<file path="config.mk">
export PLATFORM = sky130hd
export DESIGN_NAME = rtu_io_sampling_sequencer
export DESIGN_NICKNAME = d
export VERILOG_FILES = /design/src/none.sv /design/src/rtu_io_pkg.sv /design/src/transition_stamp_memory.sv /design/src/rtu_io_sampling_sequencer.sv
export SDC_FILE = /design/constraint.sdc
export NUM_CORES = 2
export LEC_CHECK = 0
export ABC_CLOCK_PERIOD_IN_PS = 6000
export BUFFER_PORTS_ARGS = -buffer_cell sky130_fd_sc_hd__buf_2
export CORE_MARGIN = 4
export CORE_UTILIZATION = 55
export CTS_CLUSTER_DIAMETER = 80
export DETAILED_ROUTE_END_ITERATION = 12
export GPL_ROUTABILITY_DRIVEN = 1
export PLACE_DENSITY = 0.71
export SETUP_SLACK_MARGIN = 0.3
export SLEW_MARGIN = 20
export SYNTH_ARGS = -nofsm -noshare
export SYNTH_HDL_FRONTEND = slang
export SYNTH_SLANG_ARGS = --single-unit
export TNS_END_PERCENT = 50
</file>
<file path="constraint.sdc">
create_clock -name i_clock -period 6 [get_ports i_clock]
set_clock_uncertainty 0.05 [all_clocks]
set_input_delay 0.3 -clock i_clock [delete_from_list [all_inputs] [get_ports i_clock]]
set_output_delay 0.3 -clock i_clock [all_outputs]
set_load 0.03 [all_outputs]
</file>
<file path="src/none.sv">
// Intentionally empty
`timescale 1ns/1ps
`default_nettype none
`default_nettype wire

</file>
<file path="src/rtu_io_pkg.sv">
// Shared constants, register map and state encodings for the field I/O core
package rtu_io_pkg;

  ////////////////////////////////////////////////////////////////////////////
  // Timing
  localparam int unsigned CLOCK_HZ = 20_000_000;
  localparam int unsigned MS_PER_S = 1000;
  localparam int unsigned S_PER_MIN = 60;
  localparam int unsigned MS_CYCLES = CLOCK_HZ / MS_PER_S;
  localparam int unsigned SETTLE_TIME_MS = 400;
  localparam int unsigned SAMPLE_PERIOD_S = 5;
  localparam int unsigned TEST_HOLD_MIN = 5;
  localparam int unsigned MOMENT_TIME_MS = 1000;
  localparam int unsigned REPORT_LIMIT_DEF = 16;

  ////////////////////////////////////////////////////////////////////////////
  // Reset values of the programmable registers; the four times are in milliseconds
  localparam logic [31:0] SETTLE_RESET = 32'(SETTLE_TIME_MS);
  localparam logic [31:0] PERIOD_RESET = 32'(SAMPLE_PERIOD_S * MS_PER_S);
  localparam logic [31:0] HOLD_RESET = 32'(TEST_HOLD_MIN * S_PER_MIN * MS_PER_S);
  localparam logic [31:0] MOMENT_RESET = 32'(MOMENT_TIME_MS);
  localparam logic [15:0] LIMIT_RESET = 16'(REPORT_LIMIT_DEF);
  localparam logic [15:0] DI_CFG_RESET = 16'h0000;
  localparam logic [4:0] CTRL_RESET = 5'h00;

  ////////////////////////////////////////////////////////////////////////////
  // Register word addresses
  localparam logic [7:0] ADDR_CTRL = 8'h00;
  localparam logic [7:0] ADDR_PULSE_CMD = 8'h01;
  localparam logic [7:0] ADDR_SETTLE = 8'h02;
  localparam logic [7:0] ADDR_PERIOD = 8'h03;
  localparam logic [7:0] ADDR_HOLD = 8'h04;
  localparam logic [7:0] ADDR_MOMENT = 8'h05;
  localparam logic [7:0] ADDR_DI_CFG = 8'h06;
  localparam logic [7:0] ADDR_LIMIT = 8'h07;
  localparam logic [7:0] ADDR_STATUS = 8'h08;
  localparam logic [7:0] ADDR_EVENTS = 8'h09;
  localparam logic [7:0] ADDR_PAIR1_COUNT = 8'h0a;
  localparam logic [7:0] ADDR_PAIR2_COUNT = 8'h0b;
  localparam logic [7:0] ADDR_TS_INDEX = 8'h0c;
  localparam logic [7:0] ADDR_TS_DATA = 8'h0d;
  localparam logic [7:0] ADDR_STATS_CLEAR = 8'h0e;
  localparam logic [4:0] ADDR_ACCUM_BASE = 5'h02;
  localparam logic [2:0] ADDR_STATS_BASE = 3'h1;

  ////////////////////////////////////////////////////////////////////////////
  // Field positions
  localparam int unsigned CTRL_HIGH_SIDE = 0;
  localparam int unsigned CTRL_LOW_A = 1;
  localparam int unsigned CTRL_LOW_B = 2;
  localparam int unsigned CTRL_PAIR1_EN = 3;
  localparam int unsigned CTRL_PAIR2_EN = 4;
  localparam int unsigned STATUS_SUPPLY = 8;
  localparam int unsigned STATUS_HOLD = 9;
  localparam int unsigned STATUS_BUSY = 10;
  localparam logic [1:0] STAT_MIN = 2'h0;
  localparam logic [1:0] STAT_MAX = 2'h1;
  localparam logic [1:0] STAT_AVG = 2'h2;

  ////////////////////////////////////////////////////////////////////////////
  // Channel counts and status input modes
  localparam int unsigned NUM_DI = 8;
  localparam int unsigned NUM_CH = 5;
  localparam logic [2:0] BATT_CH = 3'h4;
  localparam int unsigned AVG_SHIFT = 3;
  localparam logic [1:0] DI_FORM_A = 2'h0;
  localparam logic [1:0] DI_FORM_B = 2'h1;
  localparam logic [1:0] DI_FORM_C = 2'h2;
  localparam logic [1:0] DI_ACCUM = 2'h3;

  typedef enum logic [3:0] {
    SEQ_IDLE = 4'b0001,
    SEQ_SETTLE = 4'b0010,
    SEQ_CONVERT = 4'b0100,
    SEQ_WAIT = 4'b1000
  } seq_state_e;

  typedef enum logic [2:0] {
    PAIR_IDLE = 3'b001,
    PAIR_Z_LOW = 3'b010,
    PAIR_Y_LOW = 3'b100
  } pair_state_e;

endpackage

</file>
<file path="src/transition_stamp_memory.sv">
// Small memory holding the millisecond stamp of each status input's last change
`timescale 1ns/1ps
`default_nettype none

module transition_stamp_memory #(
  parameter int unsigned WIDTH = 16,
  parameter int unsigned DEPTH = 8
) (
  input wire logic i_clock,
  input wire logic i_reset_n,
  input wire logic i_wr_en,
  input wire logic [$clog2(DEPTH)-1:0] i_wr_addr,
  input wire logic [WIDTH-1:0] i_wr_data,
  input wire logic [$clog2(DEPTH)-1:0] i_rd_addr,
  output logic [WIDTH-1:0] o_rd_data
);

  logic [WIDTH-1:0] mem_q [DEPTH];

  // Array left without reset so it maps onto plain storage
  always_ff @(posedge i_clock)
  begin
    if (i_wr_en)
    begin
      mem_q[i_wr_addr] <= i_wr_data;
    end
  end

  always_ff @(posedge i_clock)
  begin
    if (!i_reset_n)
    begin
      o_rd_data <= '0;
    end
    else
    begin
      o_rd_data <= mem_q[i_rd_addr];
    end
  end

endmodule

`default_nettype wire

</file>
<file path="src/rtu_io_sampling_sequencer.sv">
// Field I/O core: sensor supply sequencing, analog statistics, status inputs, outputs
//
// The address-and-strobe port and the address map were decided locally.
`timescale 1ns/1ps
`default_nettype none

module rtu_io_sampling_sequencer
  import rtu_io_pkg::*;
#(
  parameter int unsigned MS_TICKS = MS_CYCLES,
  parameter int unsigned ADC_WIDTH = 12
) (
  input wire logic i_clock,
  input wire logic i_reset_n,
  input wire logic [7:0] i_addr,
  input wire logic [31:0] i_wr_data,
  input wire logic i_wr_en,
  input wire logic i_rd_en,
  output logic [31:0] o_rd_data,
  input wire logic i_test_button,
  input wire logic [NUM_DI-1:0] i_status_in,
  output logic o_adc_start,
  output logic [2:0] o_adc_channel,
  input wire logic i_adc_done,
  input wire logic [ADC_WIDTH-1:0] i_adc_data,
  output logic o_sensor_supply,
  output logic o_supply_indicator,
  input wire logic i_rx_activity,
  input wire logic i_tx_activity,
  output logic o_rx_indicator,
  output logic o_tx_indicator,
  output logic o_high_side_output,
  output logic o_high_side_output_oe_n,
  output logic o_low_side_output_a,
  output logic o_low_side_output_a_oe_n,
  output logic o_low_side_output_b,
  output logic o_low_side_output_b_oe_n
);

  localparam int unsigned TW = $clog2(MS_TICKS + 1);

  ////////////////////////////////////////////////////////////////////////////
  // Helpers
  function automatic logic [ADC_WIDTH-1:0] ema(input logic [ADC_WIDTH-1:0] avg,
                                                input logic [ADC_WIDTH-1:0] x);
    logic signed [ADC_WIDTH+1:0] d;
    logic signed [ADC_WIDTH+1:0] r;
    d = $signed({2'b00, x}) - $signed({2'b00, avg});
    r = $signed({2'b00, avg}) + (d >>> AVG_SHIFT);
    return r[ADC_WIDTH-1:0];
  endfunction

  function automatic pair_state_e pair_step(input pair_state_e s, input logic z, input logic y);
    pair_state_e n;
    n = s;
    unique case (s)
      PAIR_IDLE: if (!z && y) n = PAIR_Z_LOW;
      PAIR_Z_LOW: if (!y && !z) n = PAIR_Y_LOW; else if (z) n = PAIR_IDLE;
      PAIR_Y_LOW: if (z || y) n = PAIR_IDLE;
    endcase
    return n;
  endfunction

  function automatic logic [31:0] count_down(input logic [31:0] c, input logic tick);
    return (tick && c != 32'h0) ? c - 32'h1 : c;
  endfunction

  ////////////////////////////////////////////////////////////////////////////
  // Millisecond time base
  logic [TW-1:0] tick_cnt_q;
  logic [15:0] ms_stamp_q;
  wire ms_tick = (tick_cnt_q == TW'(MS_TICKS - 1));

  always_ff @(posedge i_clock)
  begin
    if (!i_reset_n)
    begin
      tick_cnt_q <= '0;
      ms_stamp_q <= 16'h0;
    end
    else
    begin
      tick_cnt_q <= ms_tick ? '0 : tick_cnt_q + TW'(1);
      ms_stamp_q <= ms_stamp_q + {15'h0, ms_tick};
    end
  end

  ////////////////////////////////////////////////////////////////////////////
  // Register writes
  logic [4:0] ctrl_q;
  logic [31:0] settle_q, period_q, hold_q, moment_q;
  logic [15:0] di_cfg_q, limit_q;
  logic [2:0] ts_index_q;
  wire wr_ctrl = i_wr_en && i_addr == ADDR_CTRL;
  wire wr_pulse = i_wr_en && i_addr == ADDR_PULSE_CMD;
  wire wr_events = i_wr_en && i_addr == ADDR_EVENTS;
  wire wr_pair1 = i_wr_en && i_addr == ADDR_PAIR1_COUNT;
  wire wr_pair2 = i_wr_en && i_addr == ADDR_PAIR2_COUNT;
  wire wr_stats_clr = i_wr_en && i_addr == ADDR_STATS_CLEAR;

  always_ff @(posedge i_clock)
  begin
    if (!i_reset_n)
    begin
      ctrl_q <= CTRL_RESET;
      settle_q <= SETTLE_RESET;
      period_q <= PERIOD_RESET;
      hold_q <= HOLD_RESET;
      moment_q <= MOMENT_RESET;
      di_cfg_q <= DI_CFG_RESET;
      limit_q <= LIMIT_RESET;
      ts_index_q <= 3'h0;
    end
    else if (i_wr_en)
    begin
      if (wr_ctrl) ctrl_q <= i_wr_data[4:0];
      if (i_addr == ADDR_SETTLE) settle_q <= i_wr_data;
      if (i_addr == ADDR_PERIOD) period_q <= i_wr_data;
      if (i_addr == ADDR_HOLD) hold_q <= i_wr_data;
      if (i_addr == ADDR_MOMENT) moment_q <= i_wr_data;
      if (i_addr == ADDR_DI_CFG) di_cfg_q <= i_wr_data[15:0];
      if (i_addr == ADDR_LIMIT) limit_q <= i_wr_data[15:0];
      if (i_addr == ADDR_TS_INDEX) ts_index_q <= i_wr_data[2:0];
    end
  end

  ////////////////////////////////////////////////////////////////////////////
  // Sample sequencer
  seq_state_e seq_q, seq_d;
  logic [31:0] period_cnt_q, settle_cnt_q, hold_cnt_q;
  logic [2:0] ch_q;
  logic test_prev_q;
  wire period_due = ms_tick && period_cnt_q + 32'h1 >= period_q;
  wire settle_done = settle_cnt_q >= settle_q;
  wire conv_done = seq_q == SEQ_WAIT && i_adc_done;
  wire last_ch = ch_q == BATT_CH;
  wire test_press = i_test_button && !test_prev_q;
  wire [31:0] hold_cnt_d = test_press ? hold_q : count_down(hold_cnt_q, ms_tick);
  wire pulse_on_d = seq_d != SEQ_IDLE;
  wire supply_d = pulse_on_d || hold_cnt_d != 32'h0;

  always_comb
  begin
    seq_d = seq_q;
    unique case (seq_q)
      SEQ_IDLE: if (period_due) seq_d = SEQ_SETTLE;
      SEQ_SETTLE: if (settle_done) seq_d = SEQ_CONVERT;
      SEQ_CONVERT: seq_d = SEQ_WAIT;
      SEQ_WAIT: if (i_adc_done) seq_d = last_ch ? SEQ_IDLE : SEQ_CONVERT;
      default: seq_d = SEQ_IDLE;
    endcase
  end

  always_ff @(posedge i_clock)
  begin
    if (!i_reset_n)
    begin
      seq_q <= SEQ_IDLE;
      period_cnt_q <= 32'h0;
      settle_cnt_q <= 32'h0;
      hold_cnt_q <= 32'h0;
      ch_q <= 3'h0;
      test_prev_q <= 1'b0;
    end
    else
    begin
      seq_q <= seq_d;
      period_cnt_q <= period_due ? 32'h0 : period_cnt_q + {31'h0, ms_tick};
      settle_cnt_q <= seq_q == SEQ_SETTLE ? settle_cnt_q + {31'h0, ms_tick} : 32'h0;
      hold_cnt_q <= hold_cnt_d;
      ch_q <= seq_q == SEQ_IDLE ? 3'h0 : ch_q + {2'h0, conv_done && !last_ch};
      test_prev_q <= i_test_button;
    end
  end

  ////////////////////////////////////////////////////////////////////////////
  // Analog statistics
  logic [ADC_WIDTH-1:0] min_q [NUM_CH];
  logic [ADC_WIDTH-1:0] max_q [NUM_CH];
  logic [ADC_WIDTH-1:0] avg_q [NUM_CH];
  logic [NUM_CH-1:0] seen_q;

  always_ff @(posedge i_clock)
  begin
    if (!i_reset_n)
    begin
      seen_q <= '0;
      for (int i = 0; i < NUM_CH; i++)
      begin
        min_q[i] <= '0;
        max_q[i] <= '0;
        avg_q[i] <= '0;
      end
    end
    else if (wr_stats_clr)
    begin
      seen_q <= '0;
    end
    else if (conv_done)
    begin
      seen_q[ch_q] <= 1'b1;
      min_q[ch_q] <= (!seen_q[ch_q] || i_adc_data < min_q[ch_q]) ? i_adc_data : min_q[ch_q];
      max_q[ch_q] <= (!seen_q[ch_q] || i_adc_data > max_q[ch_q]) ? i_adc_data : max_q[ch_q];
      avg_q[ch_q] <= seen_q[ch_q] ? ema(avg_q[ch_q], i_adc_data) : i_adc_data;
    end
  end

  ////////////////////////////////////////////////////////////////////////////
  // Status inputs, accumulators and event flags
  logic [NUM_DI-1:0] di_prev_q, pending_q, event_q;
  logic [15:0] accum_q [NUM_DI];
  logic [15:0] since_q [NUM_DI];
  logic [NUM_DI-1:0] di_state, accum_ev, change_ev;
  logic [2:0] ts_wr_idx;
  logic ts_wr_en;
  wire [NUM_DI-1:0] di_change = i_status_in ^ di_prev_q;

  always_comb
  begin
    ts_wr_en = 1'b0;
    ts_wr_idx = 3'h0;
    for (int i = NUM_DI - 1; i >= 0; i--)
    begin
      // Closed contact pulls low; Form B reports the opposite sense
      di_state[i] = di_cfg_q[2*i +: 2] == DI_FORM_B ? i_status_in[i] : !i_status_in[i];
      change_ev[i] = di_change[i] && di_cfg_q[2*i +: 2] != DI_ACCUM;
      accum_ev[i] = di_cfg_q[2*i +: 2] == DI_ACCUM && di_change[i] && !i_status_in[i]
                    && since_q[i] + 16'h1 >= limit_q;
      if (pending_q[i])
      begin
        ts_wr_en = 1'b1;
        ts_wr_idx = 3'(i);
      end
    end
  end

  always_ff @(posedge i_clock)
  begin
    if (!i_reset_n)
    begin
      di_prev_q <= '0;
      pending_q <= '0;
      event_q <= '0;
      for (int i = 0; i < NUM_DI; i++)
      begin
        accum_q[i] <= 16'h0;
        since_q[i] <= 16'h0;
      end
    end
    else
    begin
      di_prev_q <= i_status_in;
      // Backlog drains one input per cycle, far inside a millisecond
      pending_q <= (pending_q & ~(ts_wr_en ? 8'h01 << ts_wr_idx : 8'h00)) | di_change;
      event_q <= (event_q & ~(wr_events ? i_wr_data[7:0] : 8'h00)) | change_ev | accum_ev;
      for (int i = 0; i < NUM_DI; i++)
      begin
        if (di_cfg_q[2*i +: 2] == DI_ACCUM && di_change[i] && !i_status_in[i])
        begin
          accum_q[i] <= accum_q[i] + 16'h1;
          since_q[i] <= accum_ev[i] ? 16'h0 : since_q[i] + 16'h1;
        end
      end
    end
  end

  logic [15:0] ts_rd_data;

  transition_stamp_memory #(
    .WIDTH(16),
    .DEPTH(NUM_DI)
  ) u_stamps (
    .i_clock(i_clock),
    .i_reset_n(i_reset_n),
    .i_wr_en(ts_wr_en),
    .i_wr_addr(ts_wr_idx),
    .i_wr_data(ms_stamp_q),
    .i_rd_addr(ts_index_q),
    .o_rd_data(ts_rd_data)
  );

  ////////////////////////////////////////////////////////////////////////////
  // Meter pulse pairs
  pair_state_e pair1_q, pair2_q;
  logic [31:0] pair1_cnt_q, pair2_cnt_q;
  wire pulse_pair1_z_leg = i_status_in[4];
  wire pulse_pair1_y_leg = i_status_in[5];
  wire pulse_pair2_z_leg = i_status_in[6];
  wire pulse_pair2_y_leg = i_status_in[7];
  wire pair1_en = ctrl_q[CTRL_PAIR1_EN];
  wire pair2_en = ctrl_q[CTRL_PAIR2_EN];
  wire pair1_hit = pair1_en && pair1_q == PAIR_Y_LOW && pulse_pair1_z_leg && !pulse_pair1_y_leg;
  wire pair2_hit = pair2_en && pair2_q == PAIR_Y_LOW && pulse_pair2_z_leg && !pulse_pair2_y_leg;

  always_ff @(posedge i_clock)
  begin
    if (!i_reset_n)
    begin
      pair1_q <= PAIR_IDLE;
      pair2_q <= PAIR_IDLE;
      pair1_cnt_q <= 32'h0;
      pair2_cnt_q <= 32'h0;
    end
    else
    begin
      pair1_q <= pair1_en ? pair_step(pair1_q, pulse_pair1_z_leg, pulse_pair1_y_leg) : PAIR_IDLE;
      pair2_q <= pair2_en ? pair_step(pair2_q, pulse_pair2_z_leg, pulse_pair2_y_leg) : PAIR_IDLE;
      // A count landing with the clear is kept
      pair1_cnt_q <= (wr_pair1 ? 32'h0 : pair1_cnt_q) + {31'h0, pair1_hit};
      pair2_cnt_q <= (wr_pair2 ? 32'h0 : pair2_cnt_q) + {31'h0, pair2_hit};
    end
  end

  ////////////////////////////////////////////////////////////////////////////
  // Read mux
  logic [31:0] rd_mux;
  wire [2:0] stat_ch = i_addr[4:2];
  wire [1:0] stat_kind = i_addr[1:0];
  wire is_stat = i_addr[7:5] == ADDR_STATS_BASE && stat_ch < 3'(NUM_CH);
  wire is_accum = i_addr[7:3] == ADDR_ACCUM_BASE;

  always_comb
  begin
    rd_mux = 32'h0;
    if (is_stat)
    begin
      if (stat_kind == STAT_MIN) rd_mux = 32'(min_q[stat_ch]);
      else if (stat_kind == STAT_MAX) rd_mux = 32'(max_q[stat_ch]);
      else if (stat_kind == STAT_AVG) rd_mux = 32'(avg_q[stat_ch]);
    end
    else if (is_accum)
    begin
      rd_mux = {16'h0, accum_q[i_addr[2:0]]};
    end
    else
    begin
      case (i_addr)
        ADDR_CTRL: rd_mux = {27'h0, ctrl_q};
        ADDR_SETTLE: rd_mux = settle_q;
        ADDR_PERIOD: rd_mux = period_q;
        ADDR_HOLD: rd_mux = hold_q;
        ADDR_MOMENT: rd_mux = moment_q;
        ADDR_DI_CFG: rd_mux = {16'h0, di_cfg_q};
        ADDR_LIMIT: rd_mux = {16'h0, limit_q};
        ADDR_STATUS: rd_mux = {21'h0, seq_q != SEQ_IDLE, hold_cnt_q != 32'h0,
                               o_sensor_supply, di_state};
        ADDR_EVENTS: rd_mux = {24'h0, event_q};
        ADDR_PAIR1_COUNT: rd_mux = pair1_cnt_q;
        ADDR_PAIR2_COUNT: rd_mux = pair2_cnt_q;
        ADDR_TS_INDEX: rd_mux = {29'h0, ts_index_q};
        ADDR_TS_DATA: rd_mux = {16'h0, ts_rd_data};
        default: rd_mux = 32'h0;
      endcase
    end
  end

  ////////////////////////////////////////////////////////////////////////////
  // Output flops
  logic [31:0] moment_a_q, moment_b_q;
  wire sink_a_d = ctrl_q[CTRL_LOW_A] || moment_a_q != 32'h0;
  wire sink_b_d = ctrl_q[CTRL_LOW_B] || moment_b_q != 32'h0;

  always_ff @(posedge i_clock)
  begin
    if (!i_reset_n)
    begin
      moment_a_q <= 32'h0;
      moment_b_q <= 32'h0;
      o_rd_data <= 32'h0;
      o_adc_start <= 1'b0;
      o_adc_channel <= 3'h0;
      o_sensor_supply <= 1'b0;
      o_supply_indicator <= 1'b0;
      o_rx_indicator <= 1'b0;
      o_tx_indicator <= 1'b0;
      o_high_side_output <= 1'b0;
      o_high_side_output_oe_n <= 1'b1;
      o_low_side_output_a <= 1'b0;
      o_low_side_output_a_oe_n <= 1'b1;
      o_low_side_output_b <= 1'b0;
      o_low_side_output_b_oe_n <= 1'b1;
    end
    else
    begin
      moment_a_q <= wr_pulse && i_wr_data[0] ? moment_q : count_down(moment_a_q, ms_tick);
      moment_b_q <= wr_pulse && i_wr_data[1] ? moment_q : count_down(moment_b_q, ms_tick);
      o_rd_data <= i_rd_en ? rd_mux : 32'h0;
      o_adc_start <= seq_q == SEQ_CONVERT;
      o_adc_channel <= ch_q;
      o_sensor_supply <= supply_d;
      o_supply_indicator <= supply_d;
      o_rx_indicator <= supply_d && i_rx_activity;
      o_tx_indicator <= supply_d && i_tx_activity;
      o_high_side_output <= ctrl_q[CTRL_HIGH_SIDE];
      o_high_side_output_oe_n <= !ctrl_q[CTRL_HIGH_SIDE];
      o_low_side_output_a <= 1'b0;
      o_low_side_output_a_oe_n <= !sink_a_d;
      o_low_side_output_b <= 1'b0;
      o_low_side_output_b_oe_n <= !sink_b_d;
    end
  end

endmodule

`default_nettype wire

</file>
# After elaboration in Yosys (flattened, before gate mapping)
# Memories as Yosys holds them, arrays and structs flattened. A register that Yosys moved wholly into a read port is not among the register bits.
# Cells that the tools add are included.
word_totals:
  n_memories: 6
  ram_bits: 564
  latchBits: 0
  romBits: 0
  out_inout_bits: 46
  regBits: 509
  in_bits: 68
  wordCells: 416
mem_list:
  columns: ["memory", "depth", "width", "rd", "rd_clocked_by_memory_dff", "wr", "line_no", "rtl"]
  rows:
  - ["accum_q", 8, 16, 9, 0, 8, "rtu_io_sampling_sequencer.sv:211", "logic [15:0] accum_q [NUM_DI];"]
  - ["since_q", 8, 16, 8, 0, 8, "rtu_io_sampling_sequencer.sv:212", "logic [15:0] since_q [NUM_DI];"]
  - ["u_stamps.mem_q", 8, 16, 1, 1, 1, "transition_stamp_memory.sv:18", "logic [WIDTH-1:0] mem_q [DEPTH];"]
  - ["avg_q", 5, 12, 2, 1, 5, "rtu_io_sampling_sequencer.sv:180", "logic [ADC_WIDTH-1:0] avg_q [NUM_CH];"]
  - ["max_q", 5, 12, 2, 1, 5, "rtu_io_sampling_sequencer.sv:179", "logic [ADC_WIDTH-1:0] max_q [NUM_CH];"]
  - ["min_q", 5, 12, 2, 1, 5, "rtu_io_sampling_sequencer.sv:178", "logic [ADC_WIDTH-1:0] min_q [NUM_CH];"]
op_classes:
  eq_ne: 62
  mux: 129
  multipliers: 0
  shift: 1
  addsub: 29
  bitwise: 26
  n_lt_le_gt_ge: 15
  n_reduce_logical: 112
  div: 0
ops:
  columns: ["op", "n"]
  rows:
  - ["$pmux W32 S13", 1]
  - ["$mux W16", 24]
  - ["$mux W32", 10]
  - ["$add A16 B1 Y16 const B", 16]
  - ["$add A32 B1 Y32", 4]
  - ["$ge A16 B16 Y1", 8]
  - ["$reduce_bool A32 Y1", 4]
  - ["$mux W12", 9]
  - ["$sub A32 B1 Y32 const B", 3]
  - ["$mux W3", 23]
  - ["$ge A32 B32 Y1", 2]
  - ["$logic_and A1 B1 Y1", 61]
  - ["$eq A8 B4 Y1 const B", 7]
  - ["$mux W1", 52]
  - ["$reduce_or A12 Y1", 3]
  - ["$add A32 B1 Y32 const B", 1]
  - ["$eq A8 B3 Y1 const B", 4]
  - ["$or A8 B8 Y8", 3]
  - ["$reduce_and A2 Y1", 12]
  - ["$ne A2 B2 Y1 const B", 10]
  - ["$eq A2 B1 Y1 const B", 9]
  - ["$eq A2 B2 Y1 const B", 9]
  - ["$pmux W3 S3", 2]
  - ["$add A16 B1 Y16", 1]
  - ["other kinds (42)", 96]

# Longest topological paths before layout
logic_depth:
  word_depth: 13
  mapped_depth: 25

# Cells and area by module
# Synthesis repeated with hierarchy kept, for this count alone.
hier_totals:
  hier_cells: 6012
  area_unflattened_um2: 61905.6
modules_own_cells:
  columns: ["mod", "seq_area_each_um2", "area_each_um2", "n_inst", "cells_per_inst"]
  rows:
  - ["rtu_io_sampling_sequencer", 26525.4, 56599.3, 1, 5758]
  - ["transition_stamp_memory", 4164.0, 5306.3, 1, 254]

# Worst setup path after synthesis
# Ideal clock, no wire load.
synth_path:
  path_kind: "register -> register"
  start: "reg ch_q[0]"
  end: "mem avg_q[5][11], data pin"
  setup_slack_ns: 0.028
  path_stages_with_launch: 25
  arrival_ns: 5.646
  cell_sequence: "dfxtp_1 clkbuf_1 clkbuf_1 nor3b_1 clkbuf_1 buf_1 a22oi_1 and4_1 ha_1 o21a_1 nor2_1 a21oi_1 a41o_1 a221oi_1 nor2b_1 nor2_1 xnor2_1 ha_1 and3_1 a211oi_1 o21bai_1 a21oi_1 xor3_1 mux2i_1 inv_1"
synth_lines:
  columns: ["element", "line_no", "rtl"]
  rows:
  - ["start: declaration", "rtu_io_sampling_sequencer.sv:131", "logic [2:0] ch_q;"]
  - ["start signal: assignment", "rtu_io_sampling_sequencer.sv:171", "ch_q <= seq_q == SEQ_IDLE ? 3'h0 : ch_q + {2'h0, conv_done && !last_ch};"]
  - ["end: declaration", "rtu_io_sampling_sequencer.sv:180", null]

==> flow_summary.yaml <==
setup_path:
  arrival_ns: 5.77
  crit_fanout: 15
  cp_top_family: "compound AO/OA/AOI/OAI gates"
  required_ns: 6.43
  critPathSlowestCell: "dfxtp_1"
  cpPeakStageDelay_ns: 0.61
  startpoint_type: "register"
  crit_buf_inv: 3
  cp-end-kind: "register"
  critical_path_class: "reg -> reg"
  path_cells: "and3b_1, buf_4, a22oi_1, and4_1, ha_1, nand3_1, nand2_1, a41o_1, a221oi_1, buf_4, nor2b_1, nor2_1, xnor2_1, ha_1, and3_1, a211oi_2, o21bai_1, a21oi_1, xor3_1, mux2i_2, inv_1"
power:
  pwr_density_cell_nw_per_um2: 267
  seqPwrFrac_pct: 49.0
  vdd_drop_max_uv: 259
  total_leakage_power_nw: 25.3
  power_frac_clock_pct: 44.0
  power_mw: 18.5
  power.net_switching_mw: 4.42
  combPwrFrac_pct: 7.1
  swShare_pct: 24.0
  internal_power_mw: 14.0
global_routing:
  antenna_found_initial: 9
  grt_use_total_pct: 31.2
  grt-ovfl-total: 0
  grt_pass1_vias: 46653
  grt_max_degree: 84
  grt_pass1_wl_um: 283000
clock_network:
  path_clk_slew_ns: 0.06
  clock_path_buffers: 3
  clk_latency_ns: 0.76
  htreeDepth: 4
  cts_root_buf: "clkbuf_16"
  numClockSinks: 1197
  tritoncts: "done"
  numCtsBuffers: 132
detailed_routing:
  wire_per_inst_um: 24.2
  post-route-drc-count: 0
  postRouteAntennaNets: 0
  vias: 48955
  drtPass1Iterations: 6
  totalWireLength_um: 187000
  drt_iter0_drc: 5940
  via_per_inst: 6.31
layout:
  final_nets: 6480
  syn2layout_area_growth_pct: 11.4
  num-fill-cells: 9083
  drive_gt1_share_pct: 10.4
floorplanning:
  rows: 123
  die_x_um: 344
  io_pins: 114
  die-area_um2: 119000
  start_util_pct: 55.4
  coreArea_um2: 112000
  die_h_um: 344
synthesis:
  async_reset_ff_share_pct: 0
  ys_warn_count: 0
  ys_ff_latch: 1197
  syn_area_per_cell_um2: 10.3
  synth_largest_area_cell: "edfxtp_1"
  synth_edf_count: 672
  synth_cell_type_count: 84
  synth_top_area_share_pct: 32.4
  synthCells: 6052
  ys.flop_type: "edfxtp_1"
  netlist_area_um2: 62200
  synth.area.top_cells: "edfxtp_1, dfxtp_1, ha_1"
  yosysSeqAreaShare_pct: 49.3
placement:
  hpwlAfterDp_um: 130000
  gp_congestion: 0.993
  port_buffers: 111
sta:
  slew_violations: 0
  period_share_pct: 89.0
  hold_viol: 0
  post-route-min-period_ns: 5.34
  clock.fmax_ghz: 0.187
  max_slew.worst_pin.slew_ns: 1.21
  rsz0062_at_grt: "false"
  max-slew-margin-rel_pct: 18.8
  finalSetupTns_ns: 0
  setup_violations: 0
job:
  cap_violations: 0
status:
  status: "complete, no violations"
min_path:
  hold_path_class: "in -> reg"
## registers in the layout, indices dropped and copies added (netlist names), 96 cells and up
| signal | cells |
|---|---|
| avg_q | 96 |
| min_q | 96 |
| since_q | 128 |
| accum_q | 128 |
| u_stamps.mem_q | 128 |
| max_q | 96 |
## synthesized netlist by cell type, drive strengths merged (124+ instances only)
cell    number
nor2       735
edfxtp     672
nand2      622
dfxtp      525
a21oi      287
ha         271
clkbuf     263
nand3      254
xor2       253
a22oi      235
inv        223
xnor2      218
mux4       148
nor2b      124
## worst paths after layout
path                  startpoint           end  slack [ns]  depth (start not counted)
setup / recovery         ch_q[2]  avg_q[6][11]        0.66                         21
hold / removal    i_adc_data[11]  avg_q[1][11]        0.11                          3
setup reg to reg         ch_q[2]  avg_q[6][11]        0.66                         21
hold reg to reg        seen_q[1]     seen_q[1]        0.40                          2
## worst register-to-register path: stages, from the launching register on
cell      delay, ns
dfxtp_1        0.61
and3b_1        0.42
buf_4          0.32
a22oi_1        0.09
and4_1         0.24
ha_1           0.34
nand3_1        0.10
nand2_1        0.05
a41o_1         0.27
a221oi_1       0.34
buf_4          0.19
nor2b_1        0.04
nor2_1         0.10
xnor2_1        0.13
ha_1           0.30
and3_1         0.22
a211oi_2       0.30
o21bai_1       0.09
a21oi_1        0.16
xor3_1         0.24
mux2i_2        0.31
inv_1          0.13
## metrics by stage
step                cells  hold WS, ns  setup slack, ns  area [µm²]  utilization, %
global placement     7457        0.381            0.355       64400            57.3
global route         7749       0.0942            0.309       69300            61.7
finish               7758        0.108            0.660       69300            61.7
floorplan            6053        0.341            0.304       62200               -
detailed placement   7457        0.388            0.311       64400            57.3
CTS                  7746       0.0629            0.380       69200            61.6
## metal layers
layer  vias to the layer above  global-route usage [%]  part of all wire (%)
li1                      22171                       -                     -
met4                         4                    11.9                   4.1
met2                      2691                    46.4                    43
met3                       483                    8.85                    12
met5                         -                    1.02                 0.088
met1                     23606                    43.5                    40
## power by group through the flow
| stage | clock [mW] | sequential, mW | combinational [mW] |
|---|---|---|---|
| after floorplan | 0 | 9.15 | 0.853 |
| after global placement | 0 | 9.20 | 1.23 |
| after detailed placement | 0 | 9.21 | 1.25 |
| after CTS | 8.20 | 9.04 | 1.28 |
| after global routing | 8.54 | 9.06 | 1.40 |
| final | 8.12 | 9.04 | 1.31 |
## logic make-up after synthesis
| group | Yosys count | share of synthesized area [%] |
|---|---|---|
| multiplexers | 243 | 6.91 |
| AND/OR/NAND/NOR | 2324 | 17.6 |
| adder cells (fa/ha/maj) | 272 | 5.48 |
| XOR/XNOR | 472 | 6.67 |
| buffers and inverters | 542 | 3.31 |
| flip-flops | 1197 | 49.3 |
| AO/OA/AOI/OAI | 1001 | 10.7 |
| other | 1 | 0.00603 |
## cell usage in the layout, fill, tap and decap left out, types with 57 or more instances in the layout
cell type | netlist | layout
clkbuf_16 | 0 | 134
mux2i_1 | 82 | 81
a21o_1 | 82 | 82
a22oi_1 | 235 | 235
nor2b_1 | 124 | 121
o21ai_0 | 101 | 97
buf_4 | 5 | 114
a21oi_1 | 287 | 285
nand2_1 | 622 | 615
a211oi_1 | 58 | 57
nand4_1 | 120 | 120
edfxtp_1 | 672 | 672
and3_1 | 104 | 101
xnor2_1 | 218 | 218
nor2_1 | 735 | 728
xor2_1 | 253 | 253
inv_1 | 222 | 222
nand3_1 | 254 | 254
ha_1 | 271 | 271
buf_2 | 6 | 108
or3_1 | 62 | 62
dfxtp_1 | 525 | 522
nor3_1 | 76 | 72
mux4_2 | 148 | 148
## layout make-up
class                      count  area [µm²]  area share [%]
multi-input combinational   4314       29600            42.8
clock buffer                 189        3740            5.40
inverter                     224         848            1.22
clock inverter                53         594           0.858
sequential                  1197       30700            44.3
tap                         1500        1880            2.71
timing repair buffer         271        1890            2.73
antenna                       10        25.0          0.0361
## timing repair
action	in CTS	in global routing
hold buffers	47	0
endpoints found under the setup margin	3	11
buffers inserted	0	2
resized for setup	1	5
endpoints found under the hold margin	198	0
pin swaps	0	0
No activity file was read; power rests on OpenSTA's default activity.
